### src/clk_synth_pkg.sv
// Shared constants, types and configuration layout for the clock synthesis
// control block. Assumes a single 25 MHz core clock that stands for half a
// VCO period per cycle.
package clk_synth_pkg;

    localparam int REF_W = 12;
    localparam int FB_W = 14;
    localparam int POST_W = 8;
    localparam int POST_STAGES = 3;
    localparam int DIV_W = 14;
    localparam int TOTAL_W = 24;
    localparam int PIN_COUNT = 3;
    localparam int PIN_XTAL = 0;
    localparam int PIN_REF = 1;
    localparam int PIN_SYNC = 2;

    localparam logic [REF_W-1:0] REF_MOD_RESET = 12'h001;
    localparam logic [FB_W-1:0] FB_MOD_RESET = 14'h000C;
    localparam logic [FB_W-1:0] FB_MOD_FULL_MIN = 14'h000C;
    localparam logic [FB_W-1:0] FB_MOD_4 = 14'h0004;
    localparam logic [FB_W-1:0] FB_MOD_5 = 14'h0005;
    localparam logic [FB_W-1:0] FB_MOD_8 = 14'h0008;
    localparam logic [FB_W-1:0] FB_MOD_9 = 14'h0009;
    localparam logic [FB_W-1:0] FB_MOD_10 = 14'h000A;
    localparam logic [POST_W-1:0] POST_MOD_RESET = 8'h01;

    localparam int CLK_PERIOD_NS = 40;
    localparam int SYNC_DELAY_NS = 200;
    localparam int SYNC_DELAY_CYCLES_RAW =
        (SYNC_DELAY_NS + CLK_PERIOD_NS - 1) / CLK_PERIOD_NS;
    localparam int SYNC_DELAY_CYCLES =
        (SYNC_DELAY_CYCLES_RAW < 1) ? 1 : SYNC_DELAY_CYCLES_RAW;
    localparam int DLY_W = 4;
    localparam logic [DLY_W-1:0] SYNC_DELAY_LOAD =
        DLY_W'(SYNC_DELAY_CYCLES - 1);

    typedef enum logic [1:0] {
        SYNC_RUN,
        SYNC_HALT,
        SYNC_STOP,
        SYNC_ALIGN
    } sync_state_e;

    typedef struct packed {
        logic [REF_W-1:0] ref_div_modulus;
        logic [FB_W-1:0] feedback_divider_field;
        logic [POST_STAGES-1:0][POST_W-1:0] post_mod;
        logic ref_source_select;
        logic feedback_source_select;
        logic function_shutdown;
        logic power_shutdown;
        logic pecl_mode;
        logic sync_rising_active;
    } cfg_s;

    localparam cfg_s CFG_RESET = '{
        ref_div_modulus: REF_MOD_RESET,
        feedback_divider_field: FB_MOD_RESET,
        post_mod: {POST_STAGES{POST_MOD_RESET}},
        ref_source_select: 1'b0,
        feedback_source_select: 1'b0,
        function_shutdown: 1'b0,
        power_shutdown: 1'b0,
        pecl_mode: 1'b0,
        sync_rising_active: 1'b1
    };

endpackage

### src/div_if.sv
// Carrier between the control logic and one modulus divider.
// Assumes the controller drives tick, clear and modulus on core_clk.
`timescale 1ns/1ns
interface div_if;
    import clk_synth_pkg::*;
    logic tick;
    logic clear;
    logic [DIV_W-1:0] modulus;
    logic pulse;
    modport ctrl (output tick, output clear, output modulus, input pulse);
    modport div (input tick, input clear, input modulus, output pulse);
endinterface

### src/pin_sync.sv
// Two-flop synchronisers for the asynchronous input pins.
// Assumes the pins change without regard to core_clk.
`timescale 1ns/1ns
module pin_sync #(
    parameter int N = 3
) (
    input wire logic core_clk,
    input wire logic rst_n,
    input wire logic [N-1:0] pins,
    output logic [N-1:0] pins_sync
);
    typedef struct packed {
        logic [N-1:0] meta;
        logic [N-1:0] stable;
    } sync_s;

    sync_s q;
    sync_s d;

    // The first stage feeds only the second stage.
    always_comb
    begin
        d.meta = pins;
        d.stable = q.meta;
    end

    always_ff @(posedge core_clk or negedge rst_n)
    begin
        if (!rst_n)
            q <= '0;
        else
            q <= d;
    end

    assign pins_sync = q.stable;
endmodule

### src/mod_divider.sv
// Integer modulus counter: one pulse for every modulus ticks.
// Assumes modulus is at least one whenever clear is low.
`timescale 1ns/1ns
module mod_divider (
    input wire logic core_clk,
    input wire logic rst_n,
    div_if.div bus
);
    import clk_synth_pkg::*;

    typedef struct packed {
        logic [DIV_W-1:0] cnt;
        logic pulse;
    } div_s;

    div_s q;
    div_s d;

    always_comb
    begin
        d = q;
        d.pulse = 1'b0;
        if (bus.clear)
        begin
            d.cnt = '0;
        end
        else if (bus.tick)
        begin
            if (q.cnt + DIV_W'(1) >= bus.modulus)
            begin
                d.cnt = '0;
                d.pulse = 1'b1;
            end
            else
            begin
                d.cnt = q.cnt + DIV_W'(1);
            end
        end
    end

    always_ff @(posedge core_clk or negedge rst_n)
    begin
        if (!rst_n)
            q <= '0;
        else
            q <= d;
    end

    assign bus.pulse = q.pulse;
endmodule

### src/clk_synth_ctrl.sv
// Control logic of the clock synthesiser: source muxes, reference and
// feedback dividers, three-stage post divider, shutdown, output mode and
// phase restart from the synchronisation pin. Assumes core_clk runs at twice
// the VCO rate, so one core cycle is half a VCO period, and that the serial
// port hands each new configuration over with a one-cycle cfg_write.
`timescale 1ns/1ns
module clk_synth_ctrl (
    input wire logic core_clk,
    input wire logic rst_n,
    input wire logic crystal_osc_clk,
    input wire logic ref_clk_pin,
    input wire logic sync_pin,
    input wire logic cfg_write,
    input wire logic [clk_synth_pkg::REF_W-1:0] cfg_ref_div_modulus,
    input wire logic [clk_synth_pkg::FB_W-1:0] cfg_feedback_divider_field,
    input wire logic [clk_synth_pkg::POST_W-1:0] cfg_post_div1_modulus,
    input wire logic [clk_synth_pkg::POST_W-1:0] cfg_post_div2_modulus,
    input wire logic [clk_synth_pkg::POST_W-1:0] cfg_post_div3_modulus,
    input wire logic cfg_ref_source_select,
    input wire logic cfg_feedback_source_select,
    input wire logic cfg_function_shutdown,
    input wire logic cfg_power_shutdown,
    input wire logic cfg_pecl_mode,
    input wire logic cfg_sync_rising_active,
    output logic [clk_synth_pkg::REF_W-1:0] ref_div_modulus,
    output logic [clk_synth_pkg::FB_W-1:0] fb_div_modulus,
    output logic [clk_synth_pkg::TOTAL_W-1:0] post_div_total_modulus,
    output logic ref_compare_pulse,
    output logic fb_compare_pulse,
    output logic clock_out_true,
    output logic clock_out_inverted,
    output logic out_cmos_enable,
    output logic out_pecl_enable,
    output logic osc_enable,
    output logic vco_enable,
    output logic bias_enable,
    output logic config_error,
    output logic sync_halted
);
    import clk_synth_pkg::*;

    typedef struct packed {
        cfg_s cfg;
        logic ref_prev;
        logic sync_prev;
        logic vco_phase;
        logic out_clk;
        sync_state_e sst;
        logic [DLY_W-1:0] dly;
        logic [TOTAL_W-1:0] total;
        logic clk_true;
        logic clk_inv;
        logic cmos_en;
        logic pecl_en;
        logic osc_en;
        logic vco_en;
        logic bias_en;
        logic cfg_err;
        logic halted;
    } ctrl_s;

    localparam ctrl_s CTRL_RESET = '{
        cfg: CFG_RESET,
        ref_prev: 1'b0,
        sync_prev: 1'b0,
        vco_phase: 1'b0,
        out_clk: 1'b0,
        sst: SYNC_RUN,
        dly: '0,
        total: '0,
        clk_true: 1'b0,
        clk_inv: 1'b0,
        cmos_en: 1'b0,
        pecl_en: 1'b0,
        osc_en: 1'b0,
        vco_en: 1'b0,
        bias_en: 1'b0,
        cfg_err: 1'b0,
        halted: 1'b0
    };

    ctrl_s q;
    ctrl_s d;

    logic [PIN_COUNT-1:0] pins_sync;
    logic ref_src;
    logic ref_tick;
    logic sync_now;
    logic sync_rise;
    logic sync_fall;
    logic active_edge;
    logic stop_edge;
    logic ref_bad;
    logic fb_bad;
    logic post_bad;
    logic fb_small_ok;
    logic loop_off;
    logic post_hold;
    logic out_rise;
    logic vco_tick;

    div_if ref_bus();
    div_if fb_bus();
    div_if post_bus[POST_STAGES]();

    pin_sync #(
        .N(PIN_COUNT)
    ) u_pin_sync (
        .core_clk(core_clk),
        .rst_n(rst_n),
        .pins({sync_pin, ref_clk_pin, crystal_osc_clk}),
        .pins_sync(pins_sync)
    );

    mod_divider u_ref_div (
        .core_clk(core_clk),
        .rst_n(rst_n),
        .bus(ref_bus)
    );

    mod_divider u_fb_div (
        .core_clk(core_clk),
        .rst_n(rst_n),
        .bus(fb_bus)
    );

    // The first post stage counts core cycles and each later stage the pulses of the one before it, so the last
    // stage fires once per product of the three moduli.
    genvar gi;
    generate
        for (gi = 0; gi < POST_STAGES; gi++)
        begin : g_post
            mod_divider u_post_div (
                .core_clk(core_clk),
                .rst_n(rst_n),
                .bus(post_bus[gi])
            );
            assign post_bus[gi].modulus =
                DIV_W'(q.cfg.post_mod[gi]);
            assign post_bus[gi].clear = post_hold;
            if (gi == 0)
            begin : g_first
                assign post_bus[gi].tick = 1'b1;
            end
            else
            begin : g_next
                assign post_bus[gi].tick = post_bus[gi-1].pulse;
            end
        end
    endgenerate

    // Source selection and edge detection on synchronised pins.
    always_comb
    begin
        ref_src = q.cfg.ref_source_select ? pins_sync[PIN_REF]
                                          : pins_sync[PIN_XTAL];
        ref_tick = ref_src & ~q.ref_prev;
        sync_now = pins_sync[PIN_SYNC];
        sync_rise = sync_now & ~q.sync_prev;
        sync_fall = ~sync_now & q.sync_prev;
        active_edge = q.cfg.sync_rising_active ? sync_rise
                                               : sync_fall;
        stop_edge = q.cfg.sync_rising_active ? sync_fall
                                             : sync_rise;
    end

    // Unsupported moduli hold their divider rather than run at a rate the
    // loop cannot reach.
    always_comb
    begin
        ref_bad = (q.cfg.ref_div_modulus == '0);
        fb_small_ok = (q.cfg.feedback_divider_field == FB_MOD_4) ||
                      (q.cfg.feedback_divider_field == FB_MOD_5) ||
                      (q.cfg.feedback_divider_field == FB_MOD_8) ||
                      (q.cfg.feedback_divider_field == FB_MOD_9) ||
                      (q.cfg.feedback_divider_field == FB_MOD_10);
        fb_bad = (q.cfg.feedback_divider_field < FB_MOD_FULL_MIN) &&
                 !fb_small_ok;
        post_bad = 1'b0;
        for (int i = 0; i < POST_STAGES; i++)
        begin
            post_bad = post_bad | (q.cfg.post_mod[i] == '0);
        end
        loop_off = q.cfg.function_shutdown |
                   q.cfg.power_shutdown;
        post_hold = loop_off | post_bad |
                    (q.sst == SYNC_STOP) | (q.sst == SYNC_ALIGN);
        vco_tick = q.vco_phase;
    end

    assign ref_bus.modulus = DIV_W'(q.cfg.ref_div_modulus);
    assign ref_bus.tick = ref_tick;
    assign ref_bus.clear = loop_off | ref_bad;
    assign fb_bus.modulus = q.cfg.feedback_divider_field;
    assign fb_bus.clear = loop_off | fb_bad;
    assign fb_bus.tick = q.cfg.feedback_source_select ? out_rise
                                                      : vco_tick;

    always_comb
    begin
        d = q;
        d.ref_prev = ref_src;
        d.sync_prev = sync_now;
        d.vco_phase = ~q.vco_phase;
        // Writes are taken in every power state so that software can
        // always wake the device again.
        if (cfg_write)
        begin
            d.cfg.ref_div_modulus = cfg_ref_div_modulus;
            d.cfg.feedback_divider_field = cfg_feedback_divider_field;
            d.cfg.post_mod[0] = cfg_post_div1_modulus;
            d.cfg.post_mod[1] = cfg_post_div2_modulus;
            d.cfg.post_mod[2] = cfg_post_div3_modulus;
            d.cfg.ref_source_select = cfg_ref_source_select;
            d.cfg.feedback_source_select = cfg_feedback_source_select;
            d.cfg.function_shutdown = cfg_function_shutdown;
            d.cfg.power_shutdown = cfg_power_shutdown;
            d.cfg.pecl_mode = cfg_pecl_mode;
            d.cfg.sync_rising_active = cfg_sync_rising_active;
        end
        // Toggling once per last-stage pulse gives equal high and low
        // halves of whole core cycles, so odd totals stay symmetric.
        if (post_bus[POST_STAGES-1].pulse)
        begin
            d.out_clk = ~q.out_clk;
        end
        case (q.sst)
            SYNC_RUN:
            begin
                if (stop_edge)
                begin
                    d.sst = SYNC_HALT;
                end
            end
            SYNC_HALT:
            begin
                // Never start a new high phase; stop once the clock is low
                // so the output shows no runt pulse.
                if (!q.out_clk || post_bus[POST_STAGES-1].pulse)
                begin
                    d.out_clk = 1'b0;
                    d.sst = SYNC_STOP;
                end
                if (active_edge)
                begin
                    d.out_clk = 1'b0;
                    d.sst = SYNC_ALIGN;
                    d.dly = SYNC_DELAY_LOAD;
                end
            end
            SYNC_STOP:
            begin
                d.out_clk = 1'b0;
                if (active_edge)
                begin
                    d.sst = SYNC_ALIGN;
                    d.dly = SYNC_DELAY_LOAD;
                end
            end
            SYNC_ALIGN:
            begin
                d.out_clk = 1'b0;
                if (stop_edge)
                begin
                    d.sst = SYNC_STOP;
                end
                else if (q.dly == '0)
                begin
                    // Restart on a whole core cycle, i.e. half a VCO period.
                    d.out_clk = 1'b1;
                    d.sst = SYNC_RUN;
                end
                else
                begin
                    d.dly = q.dly - DLY_W'(1);
                end
            end
            default:
            begin
                d.sst = SYNC_RUN;
            end
        endcase
        if (loop_off | post_bad)
        begin
            d.out_clk = 1'b0;
        end
        d.total = TOTAL_W'(q.cfg.post_mod[0]) *
                  TOTAL_W'(q.cfg.post_mod[1]) *
                  TOTAL_W'(q.cfg.post_mod[2]);
        d.clk_true = d.out_clk & ~q.cfg.function_shutdown;
        d.clk_inv = ~d.out_clk & ~q.cfg.function_shutdown;
        d.cmos_en = ~q.cfg.pecl_mode & ~q.cfg.function_shutdown;
        d.pecl_en = q.cfg.pecl_mode & ~q.cfg.function_shutdown;
        d.osc_en = ~q.cfg.power_shutdown;
        d.vco_en = ~q.cfg.power_shutdown;
        d.bias_en = ~q.cfg.power_shutdown;
        d.cfg_err = ref_bad | fb_bad | post_bad;
        d.halted = (d.sst == SYNC_STOP) | (d.sst == SYNC_ALIGN);
    end

    always_comb
    begin
        out_rise = post_bus[POST_STAGES-1].pulse & ~q.out_clk &
                   (q.sst == SYNC_RUN);
    end

    always_ff @(posedge core_clk or negedge rst_n)
    begin
        if (!rst_n)
            q <= CTRL_RESET;
        else
            q <= d;
    end

    assign ref_div_modulus = q.cfg.ref_div_modulus;
    assign fb_div_modulus = q.cfg.feedback_divider_field;
    assign post_div_total_modulus = q.total;
    assign ref_compare_pulse = ref_bus.pulse;
    assign fb_compare_pulse = fb_bus.pulse;
    assign clock_out_true = q.clk_true;
    assign clock_out_inverted = q.clk_inv;
    assign out_cmos_enable = q.cmos_en;
    assign out_pecl_enable = q.pecl_en;
    assign osc_enable = q.osc_en;
    assign vco_enable = q.vco_en;
    assign bias_enable = q.bias_en;
    assign config_error = q.cfg_err;
    assign sync_halted = q.halted;
endmodule

### config.mk
export PLATFORM = sky130hd
export DESIGN_NAME = clk_synth_ctrl
export DESIGN_NICKNAME = d
export VERILOG_FILES = /design/src/clk_synth_pkg.sv /design/src/div_if.sv /design/src/pin_sync.sv /design/src/mod_divider.sv /design/src/clk_synth_ctrl.sv
export SDC_FILE = /design/constraint.sdc
export NUM_CORES = 1
export LEC_CHECK = 0
export ABC_AREA = 0
export BUFFER_PORTS_ARGS = -buffer_cell sky130_fd_sc_hd__clkbuf_2
export CAP_MARGIN = 20
export CORE_UTILIZATION = 56
export DETAILED_ROUTE_END_ITERATION = 6
export GPL_ROUTABILITY_DRIVEN = 0
export PLACE_DENSITY = 0.75
export SKIP_CTS_REPAIR_TIMING = 1
export SLEW_MARGIN = 20
export SYNTH_ARGS = -nofsm -noshare
export SYNTH_HDL_FRONTEND = slang
export SYNTH_HIERARCHICAL = 1
export SYNTH_SLANG_ARGS = --single-unit
### constraint.sdc
create_clock -name core_clk -period 18.75 [get_ports core_clk]
set_input_delay 0.9375 -clock core_clk [delete_from_list [all_inputs] [get_ports core_clk]]
set_output_delay 0.9375 -clock core_clk [all_outputs]
set_load 0.02 [all_outputs]
Word level (Yosys, flattened, before mapping)
Cells that the tools add are included.
- word-level logic and storage cells: 156
- register bits: 178
- output and inout port bits: 61
- bitwise gates (word level): 29
- $add $sub $neg: 6
- equal/unequal tests: 14
- muxes and demuxes: 42
- reductions and logical operators: 20
- multipliers: 2
- order comparisons: 6
- operator list (operator ; number):
    2-to-1 mux 14 bit ; 10
    adder 14 x 1 -> 14 bit, second input constant ; 5
    2-to-1 mux 15 bit ; 4
    equality test 14 x 4 -> 1 bit, second input constant ; 3
    >= comparator 14 x 8 -> 1 bit ; 3
    equality test 14 x 3 -> 1 bit, second input constant ; 2
    zero test 8 bit ; 3
    multiplier 16 x 8 -> 24 bit ; 1
    2-to-1 mux 1 bit ; 17
    multiplier 8 x 8 -> 16 bit ; 1
    >= comparator 14 x 12 -> 1 bit ; 1
    >= comparator 14 bit ; 1
    less-than comparator 14 x 4 -> 1 bit, second input constant ; 1
    zero test 12 bit ; 1
    one-hot mux 4 bit (3 select lines) ; 1
    bitwise OR 1 bit ; 11
    AND 1 bit ; 9
    NOT 1 bit ; 9
    equality test 2 bit, second input constant ; 4
    2-to-1 mux 4 bit ; 2
    != test 2 bit, second input constant ; 4
    one-hot mux 2 bit (4 select lines) ; 1
    nonzero test 2 bit ; 4
    2-to-1 mux 7 bit ; 1
    13 further kinds ; 20

Depth between registers and ports, before layout
Gate-level depths: netlist of the first run.
- depth after elaboration: 9
- mapped depth: 32
- mapped depth without buffers: 30

By module
The synthesis of the first run kept the hierarchy.
- by module, submodules not included (module ; times used ; cells an instance ; sequential area each (µm²) ; area an instance (µm²)):
    clk_synth_ctrl ; 1 ; 1062 ; 2436.1 ; 10437.5
    mod_divider (g_post[1].u_post_div ...) ; 4 ; 118 ; 375.4 ; 1181.1
    mod_divider (g_post[0].u_post_div) ; 1 ; 129 ; 375.4 ; 1156.1
    pin_sync ; 1 ; 6 ; 150.1 ; 150.1

Least setup slack after synthesis of the first run
Ideal clock, no wire load.
- path type: register to register
- from: register q, in the netlist post_bus[0].modulus[0]
- to: register q, in the netlist post_div_total_modulus[21]
- required time: 18.622 ns
- cell stages (with the launch flop): 30
- data arrival time: 7.929 ns
- setup time: 0.128 ns
- setup slack: 10.693 ns
- buffers on the path: 1
- cell sequence: dfstp_2 -> clkbuf_1 -> nand2_1 -> fa_1 -> inv_1 -> fa_1 -> fa_1 -> inv_1 -> fa_1 -> inv_1 -> ha_1 -> or2_2 -> a21o_1 -> a21boi_1 -> xnor2_2 -> nand2_1 -> fa_1 -> inv_1 -> fa_1 -> fa_1 -> inv_1 -> fa_1 -> inv_1 -> ha_1 -> a21o_1 -> a41o_1 -> a221oi_1 -> a21boi_2 -> o21bai_1 -> xor2_1
- RTL lines (item ; line ; text):
    from (decl) ; clk_synth_ctrl.sv:82 ; ctrl_s q;
    from (signal assigned) ; clk_synth_ctrl.sv:310 ; q <= CTRL_RESET;
    from (signal assigned) ; clk_synth_ctrl.sv:312 ; q <= d;

==> impl_results.md, run 1 <==
- Clock Sinks: 178
- R2R Path End: post_div_total_modulus[21]
- GR peak layer: met2
- Die Y: between 150 and 200 um
- Global-route wire length before repair: 57700 um
- Synth top area share: 26.0%
- DRC viols: 0
- Yosys reg bits: 178
- Seq/Total Area, Yosys: a little over a quarter
- Vias in the first global route: 12000
- Core area: 28800 um2
- Final ANT Viol Nets: 0
- Routed len/inst: 15.9 um
- Initial drt markers: 734
- Fmax: 0.119 GHz
- Rel. slew slack: 23.7%
- Grt ovf: 0
- Tot GR Track Use: about a quarter
- Hold Path Class: flip-flop to flip-flop
- CP Max Fanout: 18
- CP max stage cell: dfstp_2
- Post-synth top area cell: dfrtp_1
- Worst Reg-to-Reg Cells: 28
- Post-synth top cells: 243 x inv_1, 171 x dfrtp_1, 164 x ha_1
- Startpoint Class: flip-flop
- Number of max-cap violations: 0
- Vias per cell: 5.54
- Syn Inst Count: 1669
- Largest cells by area after synthesis: dfrtp_1 26%, fa_1 15%, ha_1 12%
- Setup TNS: 0 ps
- Ys flop type: dfrtp_1
- Layout Skew: about 24 ps
- Final min period: between 8000 and 9000 ps
- Status: finished, final reports clean
- Fillers: 2406
- Slowest stage delay, CP: ~730 ps
- Met3 Use GR: 3.55%
- Initial antenna violation count: 1
- CTS Buffer Depth: 2
- Worst-Skew Late Latency: 450 ps
- Worst-Margin Slew: 1140 ps
- CP delay by family, top: adder cells
- Final hold violation count: 0
- WP data required: 19060 ps
- Most frequent cell after synthesis: inv_1
- DRT Wirelength: 33900 um
- Synth cell types: 80
- Worst r2r src: post_bus[0].modulus[0]
- Final setup vio count: 0
- Ys async rst share: 100%
- Syn_area_per_cell: 9.87 um2
- Instance count on the critical path: 28
- Yosys warning count: 6
- RSZ-0062 raised after global routing: false
- Critical path startpoint: post_bus[0].modulus[0]
- Crit path DAT: between 8000 and 9000 ps
- Layout cells sized above 1: 15.4%
- Nets@finish: 2087
- Drt first pass iters: 6
- Reg clk slew, reported paths: 90 ps
- Port-buffer cells: roughly 120
- Largest net degree at the start of global routing: around 110
- DIE AREA: ~30000 um2
- CTS tree: yes
- Met2 usage: 38.5%
- Max-slew violations: 0
- Row count: 62
- Via count: about 12000
- Worst setup path endpoint: post_div_total_modulus[21]
- Setup Crit Path Kind: flip-flop to flip-flop
- Crit share post-route: 44.8%
- H-tree levels: 4
- Number of synthesized flops with an enable pin: 0
- Layout area overhead: 7.04%
- Buffers & Inverters on Critical Path: 6
- Root buf cell: clkbuf_16
- Global-route met1 utilization: 32.1%
- CP Capture Type: flip-flop
- Die width: 173 um
- CTS Buf Count: 17
- Initial Utilization: a little under three fifths
- DP HPWL: 26000 um
- R2r setup slk: 10340 ps
- Num ports: roughly 120
- Synthesized cell area: between 15000 and 20000 um2
- Crit-path most repeated cell: fa_1
[sequential cells by signal (all words and copies together) (netlist names), 3 cells and up]
signal	cells
g_post.u_post_div/bus.pulse	3
u_pin_sync/d	3
post_div_total_modulus	24
post_bus.modulus	24
u_ref_div/q	14
q	15
fb_div_modulus	14
ref_div_modulus	12
u_fb_div/q	14
u_pin_sync/pins_sync	3
g_post.u_post_div/q	42
[logic make-up (layout without fill, tap and decap cells)]
logic type / Yosys count / count (layout) / synth area share, %
simple gates: 484 / 484 / 16.2
buf+inv: 334 / 399 / 9.52
fa+ha+maj: 284 / 284 / 27.0
compound gates: 244 / 244 / 11.5
flops: 178 / 178 / 27.1
xor+xnor: 85 / 85 / 4.66
mux: 58 / 58 / 3.94
other cells: 2 / 23 / 0.0456
[layout by cell type (no fill, tap or decap), types with 5 or more instances in the layout]
cell type and n:
and4_1 8, nor2_1 56, a21oi_1 51, a32o_1 59
nand3_1 26, clkbuf_2 121, and2_1 127, dfstp_2 7
nor4_1 13, o21a_1 6, nor2b_1 17, or2b_2 5
conb_1 22, xnor2_1 49, clkbuf_16 17, ha_1 164
o21ai_0 36, xor2_1 33, nand4_1 28, nand2_1 137
a211oi_1 12, and3_1 21, mux2_2 55, fa_1 120
dfrtp_1 171, nor3_1 12, a21o_1 16, o21bai_1 5
a22o_1 10, inv_1 243
[worst min path at each step]
| stage | from | to | depth (start not counted) |
|---|---|---|---|
| 2_1_floorplan | u_pin_sync/d[0] | u_pin_sync/pins_sync[0] | 0 |
| 3_3_place_gp | u_pin_sync/d[0] | u_pin_sync/pins_sync[0] | 0 |
| 3_5_place_dp | u_pin_sync/d[1] | u_pin_sync/pins_sync[1] | 0 |
| 4_1_cts | u_pin_sync/d[1] | u_pin_sync/pins_sync[1] | 0 |
| 5_1_grt | u_pin_sync/d[1] | u_pin_sync/pins_sync[1] | 0 |
| 6_report | u_pin_sync/d[1] | u_pin_sync/pins_sync[1] | 0 |
[per-stage QoR]
stage / hold slack (ps) / std cells / worst slack, ps / utilization, % / cell area, um2
floorplan: 331 / 1689 / 10690 / - / 16500
global placement: 334 / 2106 / 10510 / 59.1 / 17000
detailed placement: 349 / 2106 / 10350 / 59.1 / 17000
CTS: 376 / 2138 / 10350 / 61.2 / 17600
global route: 386 / 2139 / 9950 / 61.3 / 17600
finish: 381 / 2139 / 10340 / 61.3 / 17600
[routing by layer]
layer / wire length (um) / up-vias / share of wire, %
met5: 0 / - / 0
met4: 535 / 0 / 1.6
met3: 1540 / 37 / 4.6
met2: 16200 / 332 / 48
met1: 15600 / 5793 / 46
li1: - / 5696 / -
[layout make-up]
type                       instances  area (um2)  area share, %
multi-input combinational       1177       10500           59.6
sequential                       178        4460           25.3
inverter                         243         912           5.17
timing repair buffer             124         634           3.60
tap                              384         480           2.73
clock buffer                      17         425           2.41
clock inverter                    15         198           1.12
antenna                            1        2.50         0.0142
Power of run 1 is left out: the tool's default activity adds up to more than one toggle a clock period on the data nets, which glitch-free logic cannot reach.
==> inputs of run 2 (changes only) <==
Settings changed: ABC_AREA 0 to 1.
Clock period 18.75 ns to 7.8 ns, I/O delays scaled along.
==> impl_results.md, run 2 <==
- Post-synthesis mux area share: 1.06%
- Final min period: 7460 ps
- Clock Sinks: 178
- Synth Area in Simple Gates: between 20 and 30%
- Crit-path most repeated cell: fa_1
- Worst-Margin Slew: 979 ps
- Core area: 31600 um2
- Syn Inst Count: 2542
- Synth Area in Adders: 24.7%
- Reg clk slew, reported paths: 80 ps
- Final setup vio count: 0
- H-tree levels: 4
- Die width: 181 um
- Crit path DAT: 7800 ps
- CP max stage cell: fa_1
- Slowest stage delay, CP: 560 ps
- Final ANT Viol Nets: 0
- Setup ws final: 344 ps
- Largest cells by area after synthesis: dfrtp_1 24%, nand2_1 16%, fa_1 13%
- Syn_area_per_cell: 7.09 um2
- Post-synth top area cell: dfrtp_1
- Yosys reg bits: 178
- Hold Path Class: primary input to flip-flop
- Met2 usage: 45.9%
- Tot GR Track Use: 26.4%
- Largest net degree at the start of global routing: approximately 120
- Yosys warning count: 6
- Die Y: about 180 um
- Final hold violation count: 0
- Post-synth top cells: 749 x nand2_1, 555 x inv_1, 263 x nor2_1
- # diodes: 0
- Global-route wire length before repair: slightly above 70000 um
- Initial antenna violation count: 0
- Grt ovf: 0
- Flip-flop and latch area: 4470 um2
- Drt first pass iters: 7
- Ys flop type: dfrtp_1
- Nets@finish: just under 3000
- Most frequent cells in the layout: 745 x nand2_1, 555 x inv_1, 261 x nor2_1
- Fmax: 0.134 GHz
- Row count: between 60 and 70
- Number of max-cap violations: 0
- Global-route met1 utilization: around 33%
- Setup slack at placement: 113 ps
- Ys async rst share: 100%
- CP Capture Type: flip-flop
- Synthesized cell area: 18000 um2
- DIE AREA: approximately 33000 um2
- GR peak layer: met2
- Setup Crit Path Kind: flip-flop to flip-flop
- Root buf cell: clkbuf_16
- Met3 Use GR: 3.45%
- Layout cells sized above 1: between 10% and 20%
- Max-slew violations: 0
- Startpoint Class: flip-flop
- DRT Wirelength: 41100 um
- Synth top area share: 23.7%
- Area of the multi-input gates: 11000 um2
- Number of synthesized flops with an enable pin: 0
- Setup TNS: 0 ps
- Via count: 15400
- Vias per cell: 5.07
- Routed len/inst: 13.6 um
- Compound-Gate Fraction of Synth Area: 3.50%
- Most frequent cell after synthesis: nand2_1
- Initial Utilization: 57.0%
- Layout Skew: 11.3 ps
- Rel. slew slack: 34.7%
- Most flop-heavy register: g_post.u_post_div/q
- CTS tree: yes
- Worst-Skew Late Latency: 460 ps
- Commonest non-fill, non-tap cell in the layout: nand2_1
- Num ports: 123
- Synth cell types: 39
- Crit share post-route: 95.6%
- Synth Area in XOR/XNOR: roughly 2.3%
- Status: finished, final reports clean
- WP data required: 8150 ps
- Seq/Total Area, Yosys: about 25%
- CTS Buf Count: 17
- Port-buffer cells: 122
- Fillers: 2804
- CP Max Fanout: 5
- Largest register FFs: 42
- CTS Buffer Depth: 2
- DP HPWL: 32300 um
- Initial drt markers: 1038
- DRC viols: 0
- Layout area overhead: 8.09%
- Vias in the first global route: 15500
- Post-layout util: 61.6%
- Largest family of logic cells by synthesized area: simple AND/OR/NAND/NOR gates
==> run 2: changes by cell type after synthesis, sizes merged, moves of 27 or more <==
| cell | before | now |
|---|---|---|
| a32o | 59 | 0 |
| and2 | 127 | 4 |
| nand2 | 137 | 772 |
| xnor2 | 52 | 14 |
| mux2 | 55 | 17 |
| nand3 | 30 | 98 |
| and3 | 27 | 0 |
| inv | 243 | 564 |
| nor2 | 56 | 287 |
==> run 2: kinds of logic after synthesis <==
| family | count (synthesis) |
|---|---|
| compound gates | 113 |
| xor+xnor | 46 |
| fa+ha+maj | 284 |
| flops | 178 |
| mux | 17 |
| simple gates | 1229 |
| buf+inv | 673 |
| other cells | 2 |
==> run 2: worst paths after layout <==
check	slack, ps	start	endpoint	depth (start not counted)
setup / recovery	340	post_bus[0].modulus[0]	post_div_total_modulus[17]	30
hold / removal	30	crystal_osc_clk	u_pin_sync/d[0]	1
setup reg to reg	340	post_bus[0].modulus[0]	post_div_total_modulus[17]	30
hold reg to reg	350	u_pin_sync/d[0]	u_pin_sync/pins_sync[0]	0
max in group asynchronous	6300	rst_n	q[42]	2
min in group asynchronous	50	rst_n	g_post[1].u_post_div/q[13]	1
==> run 2: worst max-delay path, delay by kind of cell (launching register included) <==
kind | cells | cell delay [ps]
adders and majority gates | 10 | 4870
and+or+nand+nor | 11 | 1200
DFF | 1 | 530
buffers and inverters | 7 | 390
xor gates and xnor gates | 1 | 220
AOI/OAI and AO/OA | 1 | 140
==> run 2: stage by stage <==
step / cells / area (um2) / hold slack (ps)
5_1_grt: 3031 / 19500 / 9.55
4_1_cts: 3022 / 19200 / 10.1
3_5_place_dp: 2990 / 18600 / 338
2_1_floorplan: 2562 / 18100 / 94.4
3_3_place_gp: 2990 / 18600 / 333
6_report: 3031 / 19500 / 32.7
==> run 2: layout make-up <==
class                      count  area share (%)
clock buffer                  17            2.18
clock inverter                15           0.854
inverter                     564            10.9
multi-input combinational   1711            56.5
sequential                   178            22.9
tap                          402            2.58
timing repair buffer         144            4.03
==> run 2: metal layers <==
metal	part of all wire, %	vias to the layer above	routed length (um)
met4	3.4	0	1410
met3	4.6	90	1890
li1	-	7635	-
met5	0	-	0
met2	48	436	19900
met1	44	7221	17900
Power of run 2 is left out for the same reason.
